`src/core/epm_pkg.sv`:
```
package epm_pkg;

	// Register indices; the byte address is four times the index
	localparam logic [15:0] IDX_LATCH     = 16'hFE44;
	localparam logic [15:0] IDX_DIRECTION = 16'hFE45;
	localparam logic [15:0] IDX_FUNCTION  = 16'hFE46;
	localparam logic [15:0] IDX_TEST      = 16'hFE47;
	localparam logic [15:0] IDX_SEGMENT   = 16'hFEDC;
	localparam logic [15:0] IDX_RMW_OP    = 16'hFEE0;
	localparam logic [15:0] IDX_LATCH_RAW = 16'hFEE1;

	localparam int          ADDR_W        = 18;

	localparam logic [17:0] ADDR_LATCH     = {IDX_LATCH, 2'b00};
	localparam logic [17:0] ADDR_DIRECTION = {IDX_DIRECTION, 2'b00};
	localparam logic [17:0] ADDR_FUNCTION  = {IDX_FUNCTION, 2'b00};
	localparam logic [17:0] ADDR_TEST      = {IDX_TEST, 2'b00};
	localparam logic [17:0] ADDR_SEGMENT   = {IDX_SEGMENT, 2'b00};
	localparam logic [17:0] ADDR_RMW_OP    = {IDX_RMW_OP, 2'b00};
	localparam logic [17:0] ADDR_LATCH_RAW = {IDX_LATCH_RAW, 2'b00};

	// Reset values
	localparam logic [7:0] RST_LATCH     = 8'h00;
	localparam logic [7:0] RST_DIRECTION = 8'h00;
	localparam logic [7:0] RST_FUNCTION  = 8'h00;
	localparam logic [7:0] RST_SEGMENT   = 8'h00;
	localparam logic [1:0] RST_TEST_CTL  = 2'h0;

	// Test register layout
	localparam int         TST_INT_LEVEL = 1;
	localparam int         TST_RT_OUT    = 2;
	localparam logic [7:0] TST_READ_ONES = 8'h78;

	// Read-modify-write operation word fields
	localparam int RMW_OP_LSB  = 0;
	localparam int RMW_BIT_LSB = 3;

	typedef enum logic [2:0] {
		RMW_NONE = 3'h0,
		RMW_SET  = 3'h1,
		RMW_CLR  = 3'h2,
		RMW_NOT  = 3'h3,
		RMW_INC  = 3'h4,
		RMW_DEC  = 3'h5
	} epm_rmw_t;

endpackage : epm_pkg

```
`src/core/epm_port.sv`:
```
// Behaviour
// - Direction bit 1 makes a pin output, 0 makes it input, per bit.
// - Pull-up on only when direction is 0 and latch is 1.
// - Normal output drives latch value; a high on open-drain pins is left open.
// - Ordinary latch register read returns the sampled pin levels.
// - Read-modify-write operations use stored latch contents, not pins.
// - Pin levels readable for every pin in either direction.
// - Pin 7 function output is (pwm high AND buzzer) XOR latch.
// - Pin 6 function output is pwm low XOR latch.
// - Pin 5 function output is second serial clock OR latch.
// - Pins 4 and 3 function output is second serial data OR latch.
// - Second serial input comes from pin 4 while that unit is active.
// - Pin 2 function output is first serial clock OR latch.
// - Pins 1 and 0 function output is first serial data OR latch.
// - First serial input comes from pin 1 while that unit is active.
// - Open pin with segment bit set drives its LCD segment, pins 7..1.
// - Test bit 1 selects interrupt level; bit 2 enables counter realtime output.
// - Function bit 0 in output mode carries only the latch bit; the code gives pin 0 first serial data OR latch.
// - Open pin 0 with segment bit set drives the bottom LCD segment.
// - In halt and hold modes pin states stay as on entry.
// - Open-drain pins in output mode present a high output as open circuit.
`timescale 1ns/100ps
`default_nettype none

module epm_port
	import epm_pkg::*;
#(
	parameter int         WIDTH     = 8,
	parameter logic [7:0] OD_MASK   = 8'h00
) (
	input  wire logic              CLK,
	input  wire logic              RESETN,
	input  wire logic              PSEL,
	input  wire logic              PENABLE,
	input  wire logic              PWRITE,
	input  wire logic [ADDR_W-1:0] PADDR,
	input  wire logic [31:0]       PWDATA,
	output var  logic [31:0]       PRDATA,
	output var  logic              PREADY,
	output var  logic              PSLVERR,
	input  wire logic [WIDTH-1:0]  PIN_IN,
	output var  logic [WIDTH-1:0]  PIN_OUT,
	output var  logic [WIDTH-1:0]  PIN_OE,
	output var  logic [WIDTH-1:0]  PIN_PULLUP,
	input  wire logic              LOW_POWER_HOLD,
	input  wire logic              PWM_HIGH,
	input  wire logic              PWM_LOW,
	input  wire logic              BUZZER,
	input  wire logic              SER0_CLK_OUT,
	input  wire logic              SER0_DATA_OUT,
	input  wire logic              SER0_ACTIVE,
	output var  logic              SER0_DATA_IN,
	input  wire logic              SER1_CLK_OUT,
	input  wire logic              SER1_DATA_OUT,
	input  wire logic              SER1_ACTIVE,
	output var  logic              SER1_DATA_IN,
	input  wire logic [WIDTH-1:0]  LCD_SEGMENT,
	output var  logic              INT_LEVEL_SELECT,
	output var  logic              COUNTER_RT_OUT_EN
);

	logic [WIDTH-1:0] latch_q;
	logic [WIDTH-1:0] latch_d;
	logic [WIDTH-1:0] dir_q;
	logic [WIDTH-1:0] fcr_q;
	logic [WIDTH-1:0] seg_q;
	logic [1:0]       tst_q;
	logic             zero_q;
	logic             zero_d;
	logic [31:0]      prdata_d;
	logic [WIDTH-1:0] func_out;
	logic [WIDTH-1:0] port_val;
	logic [WIDTH-1:0] pin_out_d;
	logic [WIDTH-1:0] pin_oe_d;
	logic [WIDTH-1:0] pullup_d;
	logic [WIDTH-1:0] open_mode;
	logic [WIDTH-1:0] rmw_result;
	logic [WIDTH-1:0] bit_mask;

	wire setup    = PSEL & ~PENABLE;
	wire wr_take  = PSEL & PENABLE & PREADY & PWRITE;
	wire hit_lat  = (PADDR == ADDR_LATCH);
	wire hit_dir  = (PADDR == ADDR_DIRECTION);
	wire hit_fcr  = (PADDR == ADDR_FUNCTION);
	wire hit_tst  = (PADDR == ADDR_TEST);
	wire hit_seg  = (PADDR == ADDR_SEGMENT);
	wire hit_rmw  = (PADDR == ADDR_RMW_OP);
	wire hit_raw  = (PADDR == ADDR_LATCH_RAW);
	wire hit_any  = hit_lat | hit_dir | hit_fcr | hit_tst | hit_seg
		| hit_rmw | hit_raw;

	wire [2:0] rmw_op  = PWDATA[RMW_OP_LSB +: 3];
	wire [2:0] rmw_bit = PWDATA[RMW_BIT_LSB +: 3];

	// Read mux; the plain latch address reads the pins themselves
	always_comb begin
		prdata_d = 32'h0000_0000;
		if (hit_lat) begin
			prdata_d[WIDTH-1:0] = PIN_IN;
		end else if (hit_dir) begin
			prdata_d[WIDTH-1:0] = dir_q;
		end else if (hit_fcr) begin
			prdata_d[WIDTH-1:0] = fcr_q;
		end else if (hit_tst) begin
			prdata_d[7:0] = TST_READ_ONES | {5'h00, tst_q, 1'b0};
		end else if (hit_seg) begin
			prdata_d[WIDTH-1:0] = seg_q;
		end else if (hit_rmw) begin
			prdata_d[0] = zero_q;
		end else if (hit_raw) begin
			prdata_d[WIDTH-1:0] = latch_q;
		end
	end

	// Bit and counter operations work on the stored latch
	always_comb begin
		bit_mask = WIDTH'(1) << rmw_bit;
		case (epm_rmw_t'(rmw_op))
			RMW_SET: rmw_result = latch_q | bit_mask;
			RMW_CLR: rmw_result = latch_q & ~bit_mask;
			RMW_NOT: rmw_result = latch_q ^ bit_mask;
			RMW_INC: rmw_result = latch_q + WIDTH'(1);
			RMW_DEC: rmw_result = latch_q - WIDTH'(1);
			default: rmw_result = latch_q;
		endcase
	end

	always_comb begin
		latch_d = latch_q;
		zero_d  = zero_q;
		if (wr_take && hit_lat) begin
			latch_d = PWDATA[WIDTH-1:0];
		end else if (wr_take && hit_rmw) begin
			latch_d = rmw_result;
			zero_d  = (rmw_result == '0);
		end
	end

	// Function mux per pin
	assign func_out[7] = (PWM_HIGH & BUZZER) ^ latch_q[7];
	assign func_out[6] = PWM_LOW ^ latch_q[6];
	assign func_out[5] = SER1_CLK_OUT | latch_q[5];
	assign func_out[4] = SER1_DATA_OUT | latch_q[4];
	assign func_out[3] = SER1_DATA_OUT | latch_q[3];
	assign func_out[2] = SER0_CLK_OUT | latch_q[2];
	assign func_out[1] = SER0_DATA_OUT | latch_q[1];
	assign func_out[0] = SER0_DATA_OUT | latch_q[0];

	assign port_val  = (fcr_q & func_out) | (~fcr_q & latch_q);
	assign open_mode = ~dir_q & ~latch_q;

	// Segment drive only in the open state; otherwise normal port logic
	always_comb begin
		for (int n = 0; n < WIDTH; n++) begin
			if (dir_q[n]) begin
				pin_oe_d[n]  = ~(OD_MASK[n] & port_val[n]);
				pin_out_d[n] = port_val[n] & ~OD_MASK[n];
			end else if (open_mode[n] && seg_q[n]) begin
				pin_oe_d[n]  = 1'b1;
				pin_out_d[n] = LCD_SEGMENT[n];
			end else begin
				pin_oe_d[n]  = 1'b0;
				pin_out_d[n] = 1'b0;
			end
		end
	end

	assign pullup_d = ~dir_q & latch_q;

	always_ff @(posedge CLK or negedge RESETN) begin
		if (!RESETN) begin
			latch_q <= RST_LATCH;
			dir_q   <= RST_DIRECTION;
			fcr_q   <= RST_FUNCTION;
			seg_q   <= RST_SEGMENT;
			tst_q   <= RST_TEST_CTL;
			zero_q  <= 1'b0;
		end else begin
			latch_q <= latch_d;
			zero_q  <= zero_d;
			if (wr_take && hit_dir) begin
				dir_q <= PWDATA[WIDTH-1:0];
			end
			if (wr_take && hit_fcr) begin
				fcr_q <= PWDATA[WIDTH-1:0];
			end
			if (wr_take && hit_seg) begin
				seg_q <= PWDATA[WIDTH-1:0];
			end
			if (wr_take && hit_tst) begin
				// Bits 7 and 0 are factory test and kept at zero
				tst_q <= PWDATA[2:1];
			end
		end
	end

	// APB: data prepared in setup, answered in the first access cycle
	always_ff @(posedge CLK or negedge RESETN) begin
		if (!RESETN) begin
			PRDATA  <= 32'h0000_0000;
			PREADY  <= 1'b0;
			PSLVERR <= 1'b0;
		end else begin
			PREADY  <= setup;
			PSLVERR <= setup & ~hit_any;
			if (setup && !PWRITE) begin
				PRDATA <= prdata_d;
			end
		end
	end

	// Pin drive frozen while a low-power mode holds
	always_ff @(posedge CLK or negedge RESETN) begin
		if (!RESETN) begin
			PIN_OUT    <= '0;
			PIN_OE     <= '0;
			PIN_PULLUP <= '0;
		end else if (!LOW_POWER_HOLD) begin
			PIN_OUT    <= pin_out_d;
			PIN_OE     <= pin_oe_d;
			PIN_PULLUP <= pullup_d;
		end
	end

	always_ff @(posedge CLK or negedge RESETN) begin
		if (!RESETN) begin
			SER0_DATA_IN      <= 1'b0;
			SER1_DATA_IN      <= 1'b0;
			INT_LEVEL_SELECT  <= 1'b0;
			COUNTER_RT_OUT_EN <= 1'b0;
		end else begin
			if (SER0_ACTIVE) begin
				SER0_DATA_IN <= PIN_IN[1];
			end
			if (SER1_ACTIVE) begin
				SER1_DATA_IN <= PIN_IN[4];
			end
			INT_LEVEL_SELECT  <= tst_q[TST_INT_LEVEL-1];
			COUNTER_RT_OUT_EN <= tst_q[TST_RT_OUT-1];
		end
	end
endmodule : epm_port

`default_nettype wire

```
`config.mk`:
```
export PLATFORM = sky130hd
export DESIGN_NAME = epm_port
export DESIGN_NICKNAME = d
export VERILOG_FILES = /design/src/core/epm_pkg.sv /design/src/core/epm_port.sv
export SDC_FILE = /design/constraint.sdc
export NUM_CORES = 1
export LEC_CHECK = 0
export ABC_AREA = 1
export BUFFER_PORTS_ARGS = -buffer_cell sky130_fd_sc_hd__buf_2
export CAP_MARGIN = 20
export CELL_PAD_IN_SITES_DETAIL_PLACEMENT = 0
export CELL_PAD_IN_SITES_GLOBAL_PLACEMENT = 1
export CORE_MARGIN = 2
export CORE_UTILIZATION = 33
export CTS_CLUSTER_SIZE = 24
export DETAILED_ROUTE_END_ITERATION = 6
export PLACE_DENSITY = 0.8
export SLEW_MARGIN = 25
export SYNTH_ARGS = -nofsm -noshare
export SYNTH_HDL_FRONTEND = slang
export SYNTH_SLANG_ARGS = --single-unit
```
`constraint.sdc`:
```
create_clock -name CLK -period 1.8 [get_ports CLK]
set_input_delay 0.09 -clock CLK [delete_from_list [all_inputs] [get_ports CLK]]
set_output_delay 0.09 -clock CLK [all_outputs]
set_load 0.05 [all_outputs]
```
==> parameters.txt <==
Parameter                              Value

Outcome
  Outcome    completed

Synth
  Fraction of synthesis flops using an asynchronous set or reset pin    100%
  Post-synth top area share    38.7%
  Yosys cell types    42
  EDFF count, synth    0
  Top flip-flop cell by instance count after synthesis    dfrtp_1
  Synthesized instance count    between 600 and 700
  Post-synthesis instance area    approximately 0.0047 mm^2
  Syn. warnings    0
  Synthesized area per cell    ~7.4 um^2
  Most numerous cell in the Yosys netlist    nand2_1
  Largest cells by area after synthesis    dfrtp_1 39%, nand2_1 13%, nand3_1 5.4%, inv_1 5.2%, o21ai_0 4.9%
  Commonest cells in the netlist    166 x nand2_1, 73 x dfrtp_1, 66 x inv_1, 56 x nor2_1, 51 x nand3_1
  Number of register bits inferred by synthesis    73
  Proportion of synthesized chip area in sequential cells    between 30 and 40%
  Area leader, netlist    dfrtp_1

Detailed routing
  Number of nets still failing antenna checks after routing    0
  Drt pass-1 iters    5
  Detailed-route wire length per cell    ~14 um
  DRC viols    0
  Total number of vias    between 4000 and 5000
  Vias per inst    between 4 and 5
  Overall routed net length    ~14 mm
  Number of DRC violations after detailed-routing iteration 0    267

Timing
  Period utilization    97.5%
  Final Max Slew Viols    0
  RSZ-0062 raised after global routing    yes
  Clk_skew    10.2 ps
  Slew of the pin with the lowest slew margin    between 600 and 700 ps
  Worst slew slack as a fraction of its limit    approximately 55%
  Final Hold Violating Endpoints    0
  Final setup violation count    0
  Shortest period the worst path allows    between 1500 and 2000 ps
  Min setup slack post-route    around 45 ps
  Setup Total Neg Slack    0 ps
  Peak Freq    ~570 MHz

Power
  Post-layout power    roughly 4.3 mW
  Static Leakage    around 3.2 nW
  Total power density per cell area    approximately 700 mW/mm^2
  Switching power    1.30 mW
  Combinational share of power    around 17%
  Cell internal pwr    roughly 3.0 mW
  Worst-case vdd ir drop    ~460 uV
  Clock power share    a little over two fifths
  Sequential share of power    between 30% and 40%
  Switching share of total power    a little under a third

Floorplanning
  Num rows    43
  Width of the die    between 100 and 150 um
  Number of top-level pins    around 140
  Core ar.    around 0.014 mm^2
  Starting density of the core    about 34%
  Y dimension of the die    124 um
  Die Outline Area    roughly 0.015 mm^2

Placement
  Gp weighted congestion    0.849
  Total half-perimeter wirelength after legalization and detailed placement    about 11 mm
  Worst setup slack before clock tree synthesis    -10.5 ps
  Instance area after placement    between 0.005 and 0.006 mm^2
  Count of buffers inserted at the top-level ports    94

Final layout
  Fraction of final layout cells sized beyond drive strength 1    between 20% and 30%
  Syn-to-layout area delta    30.5%
  Layout Cell Area excl Fill    between 0.006 and 0.007 mm^2
  Final layout net count    between 800 and 900
  Number of inserted filler cells in the final layout    around 1400
  Antenna cell count    0

Worst setup path
  Largest fanout on the critical path    5
  Origin of the critical flop-to-flop path    latch_q[1]
  Worst path arrival time    roughly 2000 ps
  Cell with the most instances on the worst path    nand2_1
  Peak per-stage delay on the critical path    410 ps
  Setup crit start    latch_q[1]
  CP max-delay cell    dfrtp_1
  Startpoint kind of the worst setup timing path    flip-flop
  Critical Path Sink Type    flip-flop
  Category of the critical setup timing path    flip-flop to flip-flop
  Required time of the critical path    2080 ps
  Cell chain of the critical path    inv_2 -> buf_6 -> ha_1 -> nand2_1 -> nand3_1 -> nor2_1 -> nor2_2 -> nor2_2 -> nand2_1 -> nor2_2 -> nand2_1 -> nor2_1 -> nand2_1 -> nand2_1

Global routing
  M2 GR Usage    between 30% and 40%
  Met1 routing resource usage after global routing    between 20 and 30%
  Initial antenna violation count    0
  Wire length of the first global-routing pass    22.4 mm
  All-Layer GR Usage    a little under a fifth
  GR Layer Usage met3    roughly 3.2%
  Total overflow reported by the global router    0
  Number of global-route vias before repair    around 4400
  Most used routing layer in global routing    met2
  Pin count of the biggest net entering global routing    49

CTS
  Clk sink count    73
  Maximum clock insertion buffer count    2
  Number of H-tree levels    3
  Post-CTS clock slew at the launch and capture registers of the worst setup and hold paths    70 ps
  Root buffer selected by CTS    clkbuf_16
  Insertion delay of the later-clocked pin in the worst-skew pair    340 ps
  CTS tree    done
  TritonCTS buffer count    9

Hold path
  Start point of the worst hold path    LCD_SEGMENT[5]
  Hold Path Class    input port to flip-flop

Flow run
  Total of max-cap violations    0
==> registers in the layout (all words and copies together), names as in the netlist, 2 cells and up <==
signal      flops
tst_q           2
latch_q         8
seg_q           8
dir_q           8
fcr_q           8
PIN_OE          8
PRDATA          8
PIN_OUT         8
PIN_PULLUP      8
==> power groups by stage <==
| stage | combinational, mW | clock [mW] | sequential [mW] |
|---|---|---|---|
| finish | 0.711 | 1.88 | 1.70 |
| global route | 0.775 | 1.98 | 1.70 |
| CTS | 0.699 | 1.92 | 1.70 |
| detailed placement | 0.681 | 0 | 1.73 |
| global placement | 0.680 | 0 | 1.73 |
| floorplan | 0.347 | 0 | 1.85 |
==> timing repair <==
action	in CTS	in global routing
buffers inserted	0	3
setup endpoints to repair	2	6
hold buffers	9	0
pin swaps	0	17
cloned	0	0
endpoints found under the hold margin	53	0
gates resized for setup	1	24
==> critical path: cells and delay by family (launching register included) <==
kind	cells	cell delay, ps
DFF	1	410
adders and majority gates	1	280
and+or+nand+nor	11	790
buffers and inverters	2	200
==> metrics by stage <==
step	hold WS, ps	std cells	util [%]
6_report	22.7	982	44.2
5_1_grt	31.0	982	44.2
4_1_cts	13.3	979	43.5
3_5_place_dp	177	954	40.6
3_3_place_gp	167	954	40.6
2_1_floorplan	-206	663	-
==> layout by cell type, fill, tap and decap left out, types with 10 or more instances in the layout <==
cell,netlist,layout
conb_1,1,24
dfrtp_1,73,73
nand2_1,166,159
nand4_1,18,18
o21ai_0,46,44
buf_2,1,93
buf_4,24,54
inv_1,66,63
nand3_1,51,51
a21oi_1,23,23
ha_1,17,16
nor2_1,56,51
nand2_2,8,13
nor2_2,6,10
==> kinds of logic after synthesis <==
family          Yosys count  synth area share, %
simple gates            331                 31.5
mux                       2                0.477
other cells               1               0.0794
compound gates          106                 13.5
xor+xnor                  1                0.186
buf+inv                 109                 11.1
fa+ha+maj                17                 4.50
flops                    73                 38.7
==> area by class of cell <==
cell class	instances	area, um^2	share of cell area (%)
flip-flops and latches	73	1830	29.6
inverters	74	282	4.57
repair buffers	158	992	16.1
multi-input cells	481	2530	41.0
well taps	180	225	3.65
clock inverters	7	86.3	1.40
clock buffers	9	225	3.65
==> worst paths after layout <==
check                                         end  slack, ps  depth (start not counted)
worst max-delay path                       zero_q         50                         14
worst min-delay path                   PIN_OUT[5]         20                          3
worst max register to register             zero_q         50                         14
worst min register to register  COUNTER_RT_OUT_EN        430                          0
max in group asynchronous              PIN_OUT[3]        880                          3
min in group asynchronous       COUNTER_RT_OUT_EN        330                          2
==> per-layer routing <==
metal / wire length, um / up-vias
met5: 0 / -
met4: 279 / 0
met3: 747 / 20
met2: 6630 / 140
met1: 6570 / 2263
li1: - / 2406
(Power assumes the default switching activity.)
